$ cat config.mk
export PLATFORM = sky130hd
export DESIGN_NAME = disk_sector_header_check
export DESIGN_NICKNAME = d
export VERILOG_FILES = /design/src/logic/disk_sector_header_check.v
export VERILOG_INCLUDE_DIRS = /design/src /design/src/common
export SDC_FILE = /design/constraint.sdc
export NUM_CORES = 1
export LEC_CHECK = 0
export BUFFER_PORTS_ARGS = -buffer_cell sky130_fd_sc_hd__buf_2
export CAP_MARGIN = 20
export CORE_AREA = 4 4 152 154
export CTS_BUF_LIST = sky130_fd_sc_hd__clkbuf_8
export DETAILED_ROUTE_END_ITERATION = 16
export DIE_AREA = 0 0 156 158
export PLACE_DENSITY = 0.67
export SYNTH_ARGS = -nofsm -noshare
export SYNTH_HDL_FRONTEND = slang
export SYNTH_SLANG_ARGS = --single-unit
$ cat constraint.sdc
create_clock -name clk_i -period 4.2 [get_ports clk_i]
set_input_delay 0.63 -clock clk_i [delete_from_list [all_inputs] [get_ports clk_i]]
set_output_delay 0.63 -clock clk_i [all_outputs]
set_load 0.005 [all_outputs]
$ cat src/common/disk_hdr_map.vh
// Register map, field layout and format constants of the sector header checker
`ifndef DISK_HDR_MAP_VH
`define DISK_HDR_MAP_VH

// Register word index, taken from wb_adr_i[5:2]
`define REG_CTRL 4'h0
`define REG_STAT 4'h1
`define REG_MASK 4'h2
`define REG_CYL 4'h3
`define REG_SECTRK 4'h4
`define REG_KEY1 4'h5
`define REG_KEY2 4'h6
`define REG_LOOKAHEAD 4'h7
`define REG_SHARED 4'h8

// Functions held in control bits 3:1
`define FN_NONE 3'h0
`define FN_FORMAT 3'h1
`define FN_WRITE 3'h2
`define FN_READ 3'h3
`define FN_READ_HDR 3'h4

// Status bits, also the interrupt sources
`define ST_DONE 0
`define ST_FMT 1
`define ST_HCE 2
`define ST_CRC 3

// Field positions
`define CTRL_GO 0
`define CTRL_BUSY 7
`define CYL_FMT 12
`define SH_ERR 12
`define SH_READY 11
`define LA_LSB 6

// Track format
`define LAST_SECTOR 5'h15
`define HDR_LAST 9'h004
`define KEY1_WORD 9'h002
`define KEY2_WORD 9'h003
`define DATA_LAST 9'h0FF

// Header CRC, applied identically on generate and check
`define CRC_POLY 16'h1021
`define CRC_INIT 16'hFFFF

`endif

$ cat src/logic/disk_sector_header_check.v
// Sector header build, compare and CRC check of a moving-head disk drive
//
// The placing of the registers and register access over Wishbone are this design's own decisions.
`timescale 1ns/1ps
`include "disk_hdr_map.vh"
// Summary of operation
// Drive registers of 16 bits, one per word
// Shared register: drive makes bits 12,11,4:0
// Controller loads and reads registers over host port
// Track holds 22 sectors, header then data
// First sector after index is sector zero
// Short data padded with zeros to 256 words
// Header is five consecutive 16-bit words
// Word one carries 9-bit cylinder address
// Word one bit 12 is format-mode flag
// Word two low five bits: sector
// Word two upper byte low bits: track
// Key words passed through uninterpreted
// Word five CRC generated, checked, never exposed
// Compare first two words, then check CRC
// Header faults set format, compare, CRC bits
// Errors valid only after sector lookahead match
// Read-header-and-data function moves header to memory
// Software formats and verifies pack before use
// CRC polynomial and seed are build constants
module disk_sector_header_check
(
	// Clock and reset
	input wire clk_i,
	input wire rst_i,
	// Wishbone slave
	input wire [7:0] wb_adr_i,
	input wire [31:0] wb_dat_i,
	input wire [3:0] wb_sel_i,
	input wire wb_we_i,
	input wire wb_cyc_i,
	input wire wb_stb_i,
	output reg [31:0] wb_dat_o,
	output reg wb_ack_o,
	// Medium side
	input wire index_i,
	input wire sector_i,
	input wire word_tick_i,
	input wire [15:0] rd_word_i,
	output reg [15:0] wr_word_o,
	output reg wr_gate_o,
	// Data to and from memory
	input wire [15:0] data_i,
	input wire data_valid_i,
	output reg data_take_o,
	output reg [15:0] xfer_word_o,
	output reg xfer_valid_o,
	// Interrupt
	output reg irq_o
);

localparam S_IDLE = 2'h0;
localparam S_SEEK = 2'h1;
localparam S_HDR = 2'h2;
localparam S_DATA = 2'h3;

// ------------------------------------------------------------
// Helpers
// ------------------------------------------------------------
function [15:0] crc_step;
	input [15:0] c;
	input [15:0] d;
	integer i;
	reg [15:0] x;
	begin
		x = c;
		for (i = 15; i >= 0; i = i - 1)
		begin
			if (x[15] ^ d[i])
				x = {x[14:0], 1'b0} ^ `CRC_POLY;
			else
				x = {x[14:0], 1'b0};
		end
		crc_step = x;
	end
endfunction

function [15:0] merge16;
	input [15:0] old;
	input [15:0] nw;
	input [1:0] sel;
	begin
		merge16 = {sel[1] ? nw[15:8] : old[15:8], sel[0] ? nw[7:0] : old[7:0]};
	end
endfunction

// ------------------------------------------------------------
// State
// ------------------------------------------------------------
reg [1:0] state_r;
reg [2:0] fn_r;
reg [8:0] cnt_r;
reg [15:0] crc_r;
reg hdr_err_r;
reg short_r;
reg [4:0] sec_cnt_r;
reg [8:0] des_cyl_r;
reg des_fmt_r;
reg [4:0] des_trk_r;
reg [4:0] des_sec_r;
reg [15:0] key1_r;
reg [15:0] key2_r;
reg [3:0] stat_r;
reg [3:0] mask_r;

wire [3:0] idx = wb_adr_i[5:2];
wire bus_req = wb_cyc_i & wb_stb_i & ~wb_ack_o;
wire bus_wr = bus_req & wb_we_i;
wire [15:0] wdat = wb_dat_i[15:0];
wire busy = (state_r != S_IDLE);
wire sector_start = index_i | sector_i;
wire is_fmt = (fn_r == `FN_FORMAT);
wire is_wr = is_fmt | (fn_r == `FN_WRITE);

// ------------------------------------------------------------
// Sector counter
// ------------------------------------------------------------
reg [4:0] sec_nxt;
always @*
begin
	// index restarts count
	if (index_i)
		sec_nxt = 5'h00;
	// wraps after 22 sectors
	else if (sec_cnt_r == `LAST_SECTOR)
		sec_nxt = 5'h00;
	else
		sec_nxt = sec_cnt_r + 5'h01;
end

always @(posedge clk_i)
begin
	if (rst_i)
		sec_cnt_r <= 5'h00;
	else if (sector_start)
		sec_cnt_r <= sec_nxt;
end

// ------------------------------------------------------------
// Header word build and compare
// ------------------------------------------------------------
reg [15:0] built;
always @*
begin
	case (cnt_r)
		// cylinder field
		// format-mode bit
		9'h000: built = {3'h0, des_fmt_r, 3'h0, des_cyl_r};
		// sector in low bits
		// track in upper byte
		9'h001: built = {3'h0, des_trk_r, 3'h0, des_sec_r};
		// keys passed through
		`KEY1_WORD: built = key1_r;
		`KEY2_WORD: built = key2_r;
		default: built = 16'h0000;
	endcase
end

reg [3:0] err_set;
always @*
begin
	err_set = 4'h0;
	// only in header after lookahead match
	if (state_r == S_HDR && word_tick_i && !is_fmt)
	begin
		// first two words compared
		if (cnt_r == 9'h000)
		begin
			err_set[`ST_FMT] = (rd_word_i[`CYL_FMT] != des_fmt_r);
			err_set[`ST_HCE] = (rd_word_i[8:0] != des_cyl_r);
		end
		if (cnt_r == 9'h001)
			err_set[`ST_HCE] = (rd_word_i[12:8] != des_trk_r) ||
				(rd_word_i[4:0] != des_sec_r);
		// CRC checked on read
		if (cnt_r == `HDR_LAST)
			err_set[`ST_CRC] = (rd_word_i != crc_r);
	end
end

wire hdr_fail = hdr_err_r | (|err_set);

// ------------------------------------------------------------
// Sequencer
// ------------------------------------------------------------
reg done_set;
wire go = bus_wr & wb_sel_i[0] & (idx == `REG_CTRL) & wdat[`CTRL_GO] & ~busy &
	(wdat[3:1] != `FN_NONE);

always @(posedge clk_i)
begin
	if (rst_i)
	begin
		state_r <= S_IDLE;
		fn_r <= `FN_NONE;
		cnt_r <= 9'h000;
		crc_r <= `CRC_INIT;
		hdr_err_r <= 1'b0;
		short_r <= 1'b0;
		wr_word_o <= 16'h0000;
		wr_gate_o <= 1'b0;
		data_take_o <= 1'b0;
		xfer_word_o <= 16'h0000;
		xfer_valid_o <= 1'b0;
		done_set <= 1'b0;
	end
	else
	begin
		data_take_o <= 1'b0;
		xfer_valid_o <= 1'b0;
		done_set <= 1'b0;
		case (state_r)
			S_IDLE:
			begin
				// Control writes refused while busy
				if (go)
				begin
					fn_r <= wdat[3:1];
					state_r <= S_SEEK;
				end
			end
			S_SEEK:
			begin
				// lookahead matches desired sector
				if (sector_start && sec_nxt == des_sec_r)
				begin
					state_r <= S_HDR;
					cnt_r <= 9'h000;
					// same seed both ways
					crc_r <= `CRC_INIT;
					hdr_err_r <= 1'b0;
					short_r <= 1'b0;
				end
			end
			S_HDR:
			begin
				if (word_tick_i)
				begin
					hdr_err_r <= hdr_fail;
					// five header words
					if (cnt_r != `HDR_LAST)
					begin
						cnt_r <= cnt_r + 9'h001;
						crc_r <= crc_step(crc_r, is_fmt ? built : rd_word_i);
						if (is_fmt)
						begin
							wr_word_o <= built;
							wr_gate_o <= 1'b1;
						end
						// header goes to memory
						if (fn_r == `FN_READ_HDR)
						begin
							xfer_word_o <= rd_word_i;
							xfer_valid_o <= 1'b1;
						end
					end
					else
					begin
						cnt_r <= 9'h000;
						// CRC written, never sent to memory
						if (is_fmt)
							wr_word_o <= crc_r;
						if (hdr_fail && fn_r != `FN_READ_HDR && !is_fmt)
						begin
							state_r <= S_IDLE;
							done_set <= 1'b1;
						end
						else
						begin
							state_r <= S_DATA;
							wr_gate_o <= is_wr;
						end
					end
				end
			end
			S_DATA:
			begin
				if (word_tick_i)
				begin
					cnt_r <= cnt_r + 9'h001;
					if (is_wr)
					begin
						// zero fill once data runs out
						if (data_valid_i && !short_r)
						begin
							wr_word_o <= data_i;
							data_take_o <= 1'b1;
						end
						else
						begin
							wr_word_o <= 16'h0000;
							short_r <= 1'b1;
						end
					end
					else
					begin
						xfer_word_o <= rd_word_i;
						xfer_valid_o <= 1'b1;
					end
					// fixed 256-word field
					if (cnt_r == `DATA_LAST)
					begin
						state_r <= S_IDLE;
						done_set <= 1'b1;
					end
				end
				else if (cnt_r == 9'h000 && !is_wr)
					wr_gate_o <= 1'b0;
			end
			default: state_r <= S_IDLE;
		endcase
		if (state_r == S_DATA && word_tick_i && cnt_r == `DATA_LAST)
			wr_gate_o <= 1'b0;
	end
end

// ------------------------------------------------------------
// Registers
// ------------------------------------------------------------
wire [3:0] ev = err_set | {3'h0, done_set};
wire [15:0] cyl_word = {3'h0, des_fmt_r, 3'h0, des_cyl_r};
wire [15:0] st_word = {3'h0, des_trk_r, 3'h0, des_sec_r};
wire [15:0] cyl_new = merge16(cyl_word, wdat, wb_sel_i[1:0]);
wire [15:0] st_new = merge16(st_word, wdat, wb_sel_i[1:0]);
wire [15:0] stat_clr = (bus_wr && idx == `REG_STAT && wb_sel_i[0]) ? wdat : 16'h0000;

always @(posedge clk_i)
begin
	if (rst_i)
	begin
		des_cyl_r <= 9'h000;
		des_fmt_r <= 1'b0;
		des_trk_r <= 5'h00;
		des_sec_r <= 5'h00;
		key1_r <= 16'h0000;
		key2_r <= 16'h0000;
		mask_r <= 4'h0;
		stat_r <= 4'h0;
	end
	else
	begin
		// sticky error bits, set beats clear
		stat_r <= (stat_r & ~stat_clr[3:0]) | ev;
		// address fields loaded while idle only
		if (bus_wr && !busy)
		begin
			case (idx)
				`REG_CYL:
				begin
					des_cyl_r <= cyl_new[8:0];
					des_fmt_r <= cyl_new[`CYL_FMT];
				end
				`REG_SECTRK:
				begin
					des_trk_r <= st_new[12:8];
					des_sec_r <= st_new[4:0];
				end
				// software supplies keys for format
				`REG_KEY1: key1_r <= merge16(key1_r, wdat, wb_sel_i[1:0]);
				`REG_KEY2: key2_r <= merge16(key2_r, wdat, wb_sel_i[1:0]);
				default: ;
			endcase
		end
		if (bus_wr && idx == `REG_MASK && wb_sel_i[0])
			mask_r <= wdat[3:0];
	end
end

// ------------------------------------------------------------
// Read path and interrupt
// ------------------------------------------------------------
reg [15:0] rdat;
always @*
begin
	rdat = 16'h0000;
	// 16-bit drive registers, upper bits zero
	case (idx)
		`REG_CTRL:
		begin
			rdat[3:1] = fn_r;
			rdat[`CTRL_BUSY] = busy;
		end
		`REG_STAT: rdat[3:0] = stat_r;
		`REG_MASK: rdat[3:0] = mask_r;
		`REG_CYL: rdat = cyl_word;
		`REG_SECTRK: rdat = st_word;
		`REG_KEY1: rdat = key1_r;
		`REG_KEY2: rdat = key2_r;
		`REG_LOOKAHEAD: rdat[10:6] = sec_cnt_r;
		// drive-generated shared bits only
		`REG_SHARED:
		begin
			rdat[`SH_ERR] = |stat_r[3:1];
			rdat[`SH_READY] = ~busy;
			rdat[4:0] = sec_cnt_r;
		end
		default: rdat = 16'h0000;
	endcase
end

always @(posedge clk_i)
begin
	if (rst_i)
	begin
		wb_ack_o <= 1'b0;
		wb_dat_o <= 32'h00000000;
		irq_o <= 1'b0;
	end
	else
	begin
		// One wait state; unmapped words ack with zero
		wb_ack_o <= bus_req;
		wb_dat_o <= {16'h0000, rdat};
		irq_o <= |(stat_r & mask_r);
	end
end

endmodule

==> impl_metrics.yaml, run 1 <==
floorplan:
  die_y_um: 158
  ioPinCount: 154
  design.core.area_sq_um: 21700
  fp.dieArea_sq_um: 24600
  chipWidth_um: 156
  floorplan.initialDensity_pct: 39.7
  placementRows: 54
timing:
  worst_slew_pin_slew_ns: 1.08
  fmaxAchievable_mhz: 284
  final_hold_viol_count: 0
  rsz0062_at_grt: "no"
  period_minus_slack_ns: 3.52
  slew_headroom_pct: 27.3
  timing.clock.skew_ns: 0.0163
  maxSlewViolCount: 0
  timing.hold.ws_ns: 0.375
  min_period_over_period_pct: 83.7
  timing.setup.tns_ns: 0
  setup_viol: 0
clock_tree:
  clk-insertion-delay-late_ns: 0.48
  cts_tree: "built"
  clk_root_buffer_cell: "sky130_fd_sc_hd__clkbuf_8"
  clkSlewWorstSetupHoldPaths_ns: 0.10
  clkSinkCount: 151
  htreeDepth: 4
  numCtsBuffers: 17
  postCtsHoldBufs: 0
  cts_post_setup_buffers_inserted: 0
  cts-resized-gates: 0
  longest_clk_path_bufs: 2
power:
  power_dens_cells_nw_per_um2: 308
  leakagePower_uw: 0.00361
  worst_ir_drop_vdd_mv: 0.235
critical_path:
  crit_path_max_fanout: 10
  crit_arrival_ns: 3.89
  worstRegToRegCells: 11
  worstReg2RegEnd: "crc_r[14]"
  worstSetupStartpointType: "flip-flop"
  reg2reg_slack_ns: 0.68
  criticalPathCategory: "flip-flop to flip-flop"
  endpoint_kind: "flip-flop"
  crit-reg2reg-launch: "cnt_r[0]"
  timing.critical_path.required_ns: 4.57
grt:
  grt_pass1_wl_um: 41200
  grt_max_degree: 58
  antenna_found_initial: 0
  grt_remaining_overflow: 0
  grt.total_usage_pct: 21.2
  grt_pass1_vias: 7287
synthesis:
  most_used_flip_flop_cell_after_synthesis: "sky130_fd_sc_hd__dfxtp_1"
  yosys_warnings: 0
  synthesis.area_sq_um: 8610
  synth_seq_area_share_pct: 35.1
  ys_async_sr_fraction_pct: 0
  synth_edf_count: 0
  post_synth_inst_count: 1026
  ys_ff_latch: 151
  avgSynthCellArea_sq_um: 8.39
  synth.lib_cells_used.distinct: 77
job:
  max_cap_viols: 0
routing:
  drc_errors: 0
  drt-total-wl_um: 26500
  drt_pass1_iterations: 6
  vias: 7985
  routed_via_density: 5.74
  drt_first_iter_violations: 847
  wl_per_cell_um: 19.1
  drt.antenna.violating_nets: 0
finish:
  flow.area_growth_from_synthesis_pct: 12.2
  multi_input_area_sq_um: 5090
  final_cell_area_sq_um: 9660
  antennaDiodeCount: 0
  final_net_count: 1189
  most_common_library_cell_in_the_layout_ignoring_fill_and_taps: "sky130_fd_sc_hd__dfxtp_1"
  layout_common_cells: "sky130_fd_sc_hd__dfxtp_1 (151), sky130_fd_sc_hd__buf_2 (114), sky130_fd_sc_hd__nor2_1 (105), sky130_fd_sc_hd__nand2_1 (92), sky130_fd_sc_hd__a21oi_1 (77)"
  drive_gt1_share_pct: 18.0
  final.fill_count: 2127
  register_area_sq_um: 3020
hold_path:
  min_path_type: "input pin to flip-flop"
  timing.hold.worst.start: "wb_stb_i"
  hold_path_depth: 3
  worstHoldEndpoint: "wb_ack_o"
placed_design:
  hpwlAfterDp_um: 19200
  buffer_ports.inserted: 115
  detailed_place.area_sq_um: 9250
  gp_congestion: 0.930
status:
  run_status: "completed"
==> through the flow <==
stage | power [uW] | setup WS, ns | instances | utilization, %
after floorplan | 1770 | 1.20 | 1041 | -
after global placement | 1860 | 0.806 | 1357 | 42.7
after detailed placement | 1860 | 0.818 | 1357 | 42.7
after CTS | 2980 | 0.783 | 1389 | 44.5
after global routing | 3090 | 0.525 | 1390 | 44.5
final | 2970 | 0.685 | 1390 | 44.5
==> per-layer routing <==
layer | vias up | track usage [%] | routed length (um)
li1 | 3792 | - | -
met1 | 3807 | 30.7 | 11900
met2 | 346 | 31.9 | 11700
met3 | 40 | 3.53 | 2240
met4 | 0 | 7.25 | 717
met5 | - | 0 | 0
==> registers in the layout, indices dropped and copies added (netlist names), 2 cells and up <==
name	cells
wr_word_o	16
xfer_word_o	16
cnt_r	9
des_trk_r	5
key1_r	16
wb_dat_o	16
state_r	2
crc_r	16
mask_r	4
des_cyl_r	9
des_sec_r	5
stat_r	4
sec_cnt_r	5
key2_r	16
fn_r	3
==> how the worst max path moves through the flow <==
| stage | endpoint | startpoint | cells past startpoint |
|---|---|---|---|
| floorplan | cnt_r[1] | sec_cnt_r[1] | 11 |
| global placement | crc_r[12] | cnt_r[0] | 11 |
| detailed placement | crc_r[12] | cnt_r[0] | 11 |
| CTS | crc_r[12] | cnt_r[0] | 11 |
| global route | crc_r[12] | cnt_r[1] | 10 |
| finish | crc_r[14] | cnt_r[0] | 11 |
==> synth_stat cells (all sizes together) (9+ instances only) <==
| cell | instances | area [sq um] |
|---|---|---|
| nand2 | 92 | 345 |
| o32a | 9 | 91.3 |
| nor3 | 29 | 160 |
| a22oi | 29 | 218 |
| o211ai | 18 | 135 |
| mux2i | 62 | 621 |
| dfxtp | 151 | 3020 |
| nand2b | 14 | 87.6 |
| a21oi | 79 | 395 |
| nor2 | 105 | 394 |
| buf | 40 | 297 |
| nor4 | 9 | 56.3 |
| clkbuf | 59 | 221 |
| nand3 | 53 | 265 |
| xnor2 | 47 | 457 |
| o21ai | 29 | 168 |
| xor2 | 36 | 315 |
| inv | 13 | 48.8 |
| a211oi | 10 | 75.1 |
==> cell families after synthesis <==
| group | after synthesis | share of synthesized area [%] |
|---|---|---|
| AOI/OAI and AO/OA | 244 | 19.7 |
| xor gates and xnor gates | 86 | 9.75 |
| adders and majority gates | 7 | 1.02 |
| buffers and inverters | 114 | 6.75 |
| DFF | 151 | 35.1 |
| muxes | 66 | 7.73 |
| other | 1 | 0.0436 |
| and+or+nand+nor | 357 | 19.9 |
==> critical path: stages (launching register included) <==
cell and delay [ns]:
sky130_fd_sc_hd__dfxtp_1 0.39, sky130_fd_sc_hd__inv_1 0.10, sky130_fd_sc_hd__ha_1 0.36, sky130_fd_sc_hd__buf_4 0.24, sky130_fd_sc_hd__a222oi_1 0.58, sky130_fd_sc_hd__nor3_1 0.20
sky130_fd_sc_hd__mux2i_1 0.21, sky130_fd_sc_hd__xor2_1 0.29, sky130_fd_sc_hd__xnor3_1 0.47, sky130_fd_sc_hd__xnor2_2 0.30, sky130_fd_sc_hd__xnor2_1 0.12, sky130_fd_sc_hd__o32a_1 0.16
==> area by class of cell <==
cell class	instances	share of cell area, %
repair buffers	137	7.77
clock inverters	15	1.63
inverters	14	0.544
multi-input cells	776	52.7
well taps	280	3.63
clock buffers	17	2.42
flip-flops and latches	151	31.3
==> power breakdown <==
group	leakage, uW	switching, uW	internal [uW]	total [uW]
Combinational	0.00220	228	150	377
Sequential	0.00122	13.9	1440	1450
Clock	0.000199	648	494	1140
Note: power is estimated with default switching activity, not from simulation.
==> run 2, diff against run 1 <==
- PLACE_DENSITY: 0.67 -> 0.69
- clock period: 4.2 -> 2.89 ns (I/O delays scaled with it)
==> run 2 against run 1 <==
The run now ends with setup timing left; utilization up 5.0 points; count of clock-buffer cells in the layout unchanged; register-to-register slack worse by 0.75 ns; die area unchanged; clock skew up 0.0015 ns; worst hold slack worse by 0.20 ns; setup slack worse by 0.75 ns; critical path type unchanged; highest routed layer unchanged.
==> impl_metrics.yaml, run 2 (same netlist as run 1, synthesis figures left out) <==
clock_tree:
  postCtsHoldBufs: 0
  longest_clk_path_bufs: 2
  clkSlewWorstSetupHoldPaths_ns: 0.10
  cts_tree: "built"
  clk_root_buffer_cell: "sky130_fd_sc_hd__clkbuf_8"
  htreeDepth: 4
  clk-insertion-delay-late_ns: 0.47
  numCtsBuffers: 17
  clkSinkCount: 151
timing:
  setup_viol: 6
  timing.clock.skew_ns: 0.0178
  period_minus_slack_ns: 2.96
  setup_slack_ns: -0.0684
  timing.setup.tns_ns: -0.193
  fmaxAchievable_mhz: 338
  min_period_over_period_pct: 102
  worst_slew_pin_slew_ns: 0.689
  maxSlewViolCount: 0
  timing.hold.ws_ns: 0.175
  final_hold_viol_count: 0
  slew_headroom_pct: 54.1
  rsz0062_at_grt: "yes"
grt:
  grt.total_usage_pct: 21.9
  antenna_found_initial: 0
  grt_remaining_overflow: 0
  grt_max_degree: 65
  grt_pass1_vias: 7576
  grt_pass1_wl_um: 42600
routing:
  routed_via_density: 5.70
  drt_pass1_iterations: 7
  vias: 8467
  drc_errors: 0
  drt.antenna.violating_nets: 0
  drt-total-wl_um: 28100
  drt_first_iter_violations: 784
  wl_per_cell_um: 18.9
critical_path:
  criticalPathCategory: "flip-flop to flip-flop"
  worstSetupStartpointType: "flip-flop"
  crit_path_start: "sec_cnt_r[1]"
  endpoint_kind: "flip-flop"
  timing.critical_path.to: "cnt_r[0]"
  crit_arrival_ns: 3.30
  worstRegToRegCells: 12
  worstReg2RegEnd: "cnt_r[0]"
  reg2reg_slack_ns: -0.07
  crit_path_max_fanout: 7
  crit-reg2reg-launch: "sec_cnt_r[1]"
  timing.critical_path.required_ns: 3.23
floorplan:
  fp.dieArea_sq_um: 24600
  chipWidth_um: 156
  floorplan.initialDensity_pct: 39.7
  die_y_um: 158
  placementRows: 54
  design.core.area_sq_um: 21700
  ioPinCount: 154
placed_design:
  buffer_ports.inserted: 115
  hpwlAfterDp_um: 20800
  gp_congestion: 0.958
  detailed_place.area_sq_um: 9950
hold_path:
  timing.hold.worst.start: "wb_stb_i"
  min_path_type: "input pin to flip-flop"
power:
  power_dens_cells_nw_per_um2: 425
  share_seq_of_total_power_pct: 46.1
  p_sw_uw: 1410
  power.clock.fraction_pct: 38.5
  p_total_uw: 4560
  worst_ir_drop_vdd_mv: 0.338
  intPower_uw: 3160
  power.share.switching_pct: 30.8
  pwr-share-comb_pct: 15.4
  leakagePower_uw: 0.00421
finish:
  layout_common_cells: "sky130_fd_sc_hd__dfxtp_1 (147), sky130_fd_sc_hd__buf_2 (114), sky130_fd_sc_hd__buf_4 (106), sky130_fd_sc_hd__nor2_1 (104), sky130_fd_sc_hd__nand2_1 (92)"
  drive_gt1_share_pct: 27.3
  flow.area_growth_from_synthesis_pct: 24.7
  most_common_library_cell_in_the_layout_ignoring_fill_and_taps: "sky130_fd_sc_hd__dfxtp_1"
  final_net_count: 1285
  final_cell_area_sq_um: 10700
  final.fill_count: 2017
  antennaDiodeCount: 0
status:
  run_status: "complete, but fails checks"
  violated_checks: "setup timing"
job:
  max_cap_viols: 0
-- run 2: repair_timing --
item | CTS | global route
pin swaps | 9 | 23
cloned | 0 | 0
gates resized for setup | 12 | 44
setup endpoints to repair | 15 | 24
buffers inserted | 4 | 7
-- run 2: layout make-up --
cell class | instances | area (sq um) | share of cell area [%]
clock buffer | 17 | 234 | 2.18
sequential | 151 | 3040 | 28.3
multi-input combinational | 776 | 5310 | 49.5
clock inverter | 15 | 195 | 1.82
tap | 280 | 350 | 3.26
inverter | 14 | 55.1 | 0.513
timing repair buffer | 233 | 1550 | 14.4
-- run 2: through the flow --
step	setup WS (ns)	cells	util, %
2_1_floorplan	0.00566	1041	-
3_3_place_gp	-0.0774	1443	45.9
3_5_place_dp	-0.141	1443	45.9
4_1_cts	-0.0401	1479	48.3
5_1_grt	-0.186	1486	49.5
6_report	-0.0684	1486	49.5
-- run 2: power groups by stage --
stage | Sequential (uW) | Combinational [uW] | Clock [uW]
6_report | 2110 | 701 | 1760
5_1_grt | 2110 | 747 | 1860
4_1_cts | 2110 | 632 | 1790
3_3_place_gp | 2150 | 600 | 0
3_5_place_dp | 2150 | 604 | 0
2_1_floorplan | 2150 | 419 | 0
-- run 2: how the worst min path moves through the flow --
stage | to | slack (ns) | cells past startpoint
2_1_floorplan | stat_r[0] | 0.41 | 2
3_3_place_gp | wb_ack_o | 0.43 | 1
3_5_place_dp | wb_ack_o | 0.43 | 1
4_1_cts | wb_ack_o | 0.15 | 3
5_1_grt | wb_ack_o | 0.15 | 3
6_report | wb_ack_o | 0.18 | 3
-- run 2: worst max-delay path: stages (launching register included) --
cell	delay, ns
sky130_fd_sc_hd__dfxtp_4	0.39
sky130_fd_sc_hd__inv_4	0.04
sky130_fd_sc_hd__ha_4	0.15
sky130_fd_sc_hd__and3b_1	0.17
sky130_fd_sc_hd__o21a_1	0.19
sky130_fd_sc_hd__o21a_1	0.17
sky130_fd_sc_hd__or4_4	0.54
sky130_fd_sc_hd__or4_4	0.46
sky130_fd_sc_hd__o21ai_4	0.31
sky130_fd_sc_hd__buf_6	0.15
sky130_fd_sc_hd__buf_4	0.09
sky130_fd_sc_hd__mux2_2	0.14
sky130_fd_sc_hd__nor2_1	0.04
-- run 2: routing by layer --
metal | global-route usage [%] | wire, um
met1 | 30.6 | 12600
met2 | 34.9 | 13000
met3 | 3.66 | 2080
met4 | 6.46 | 490
met5 | 0 | 0
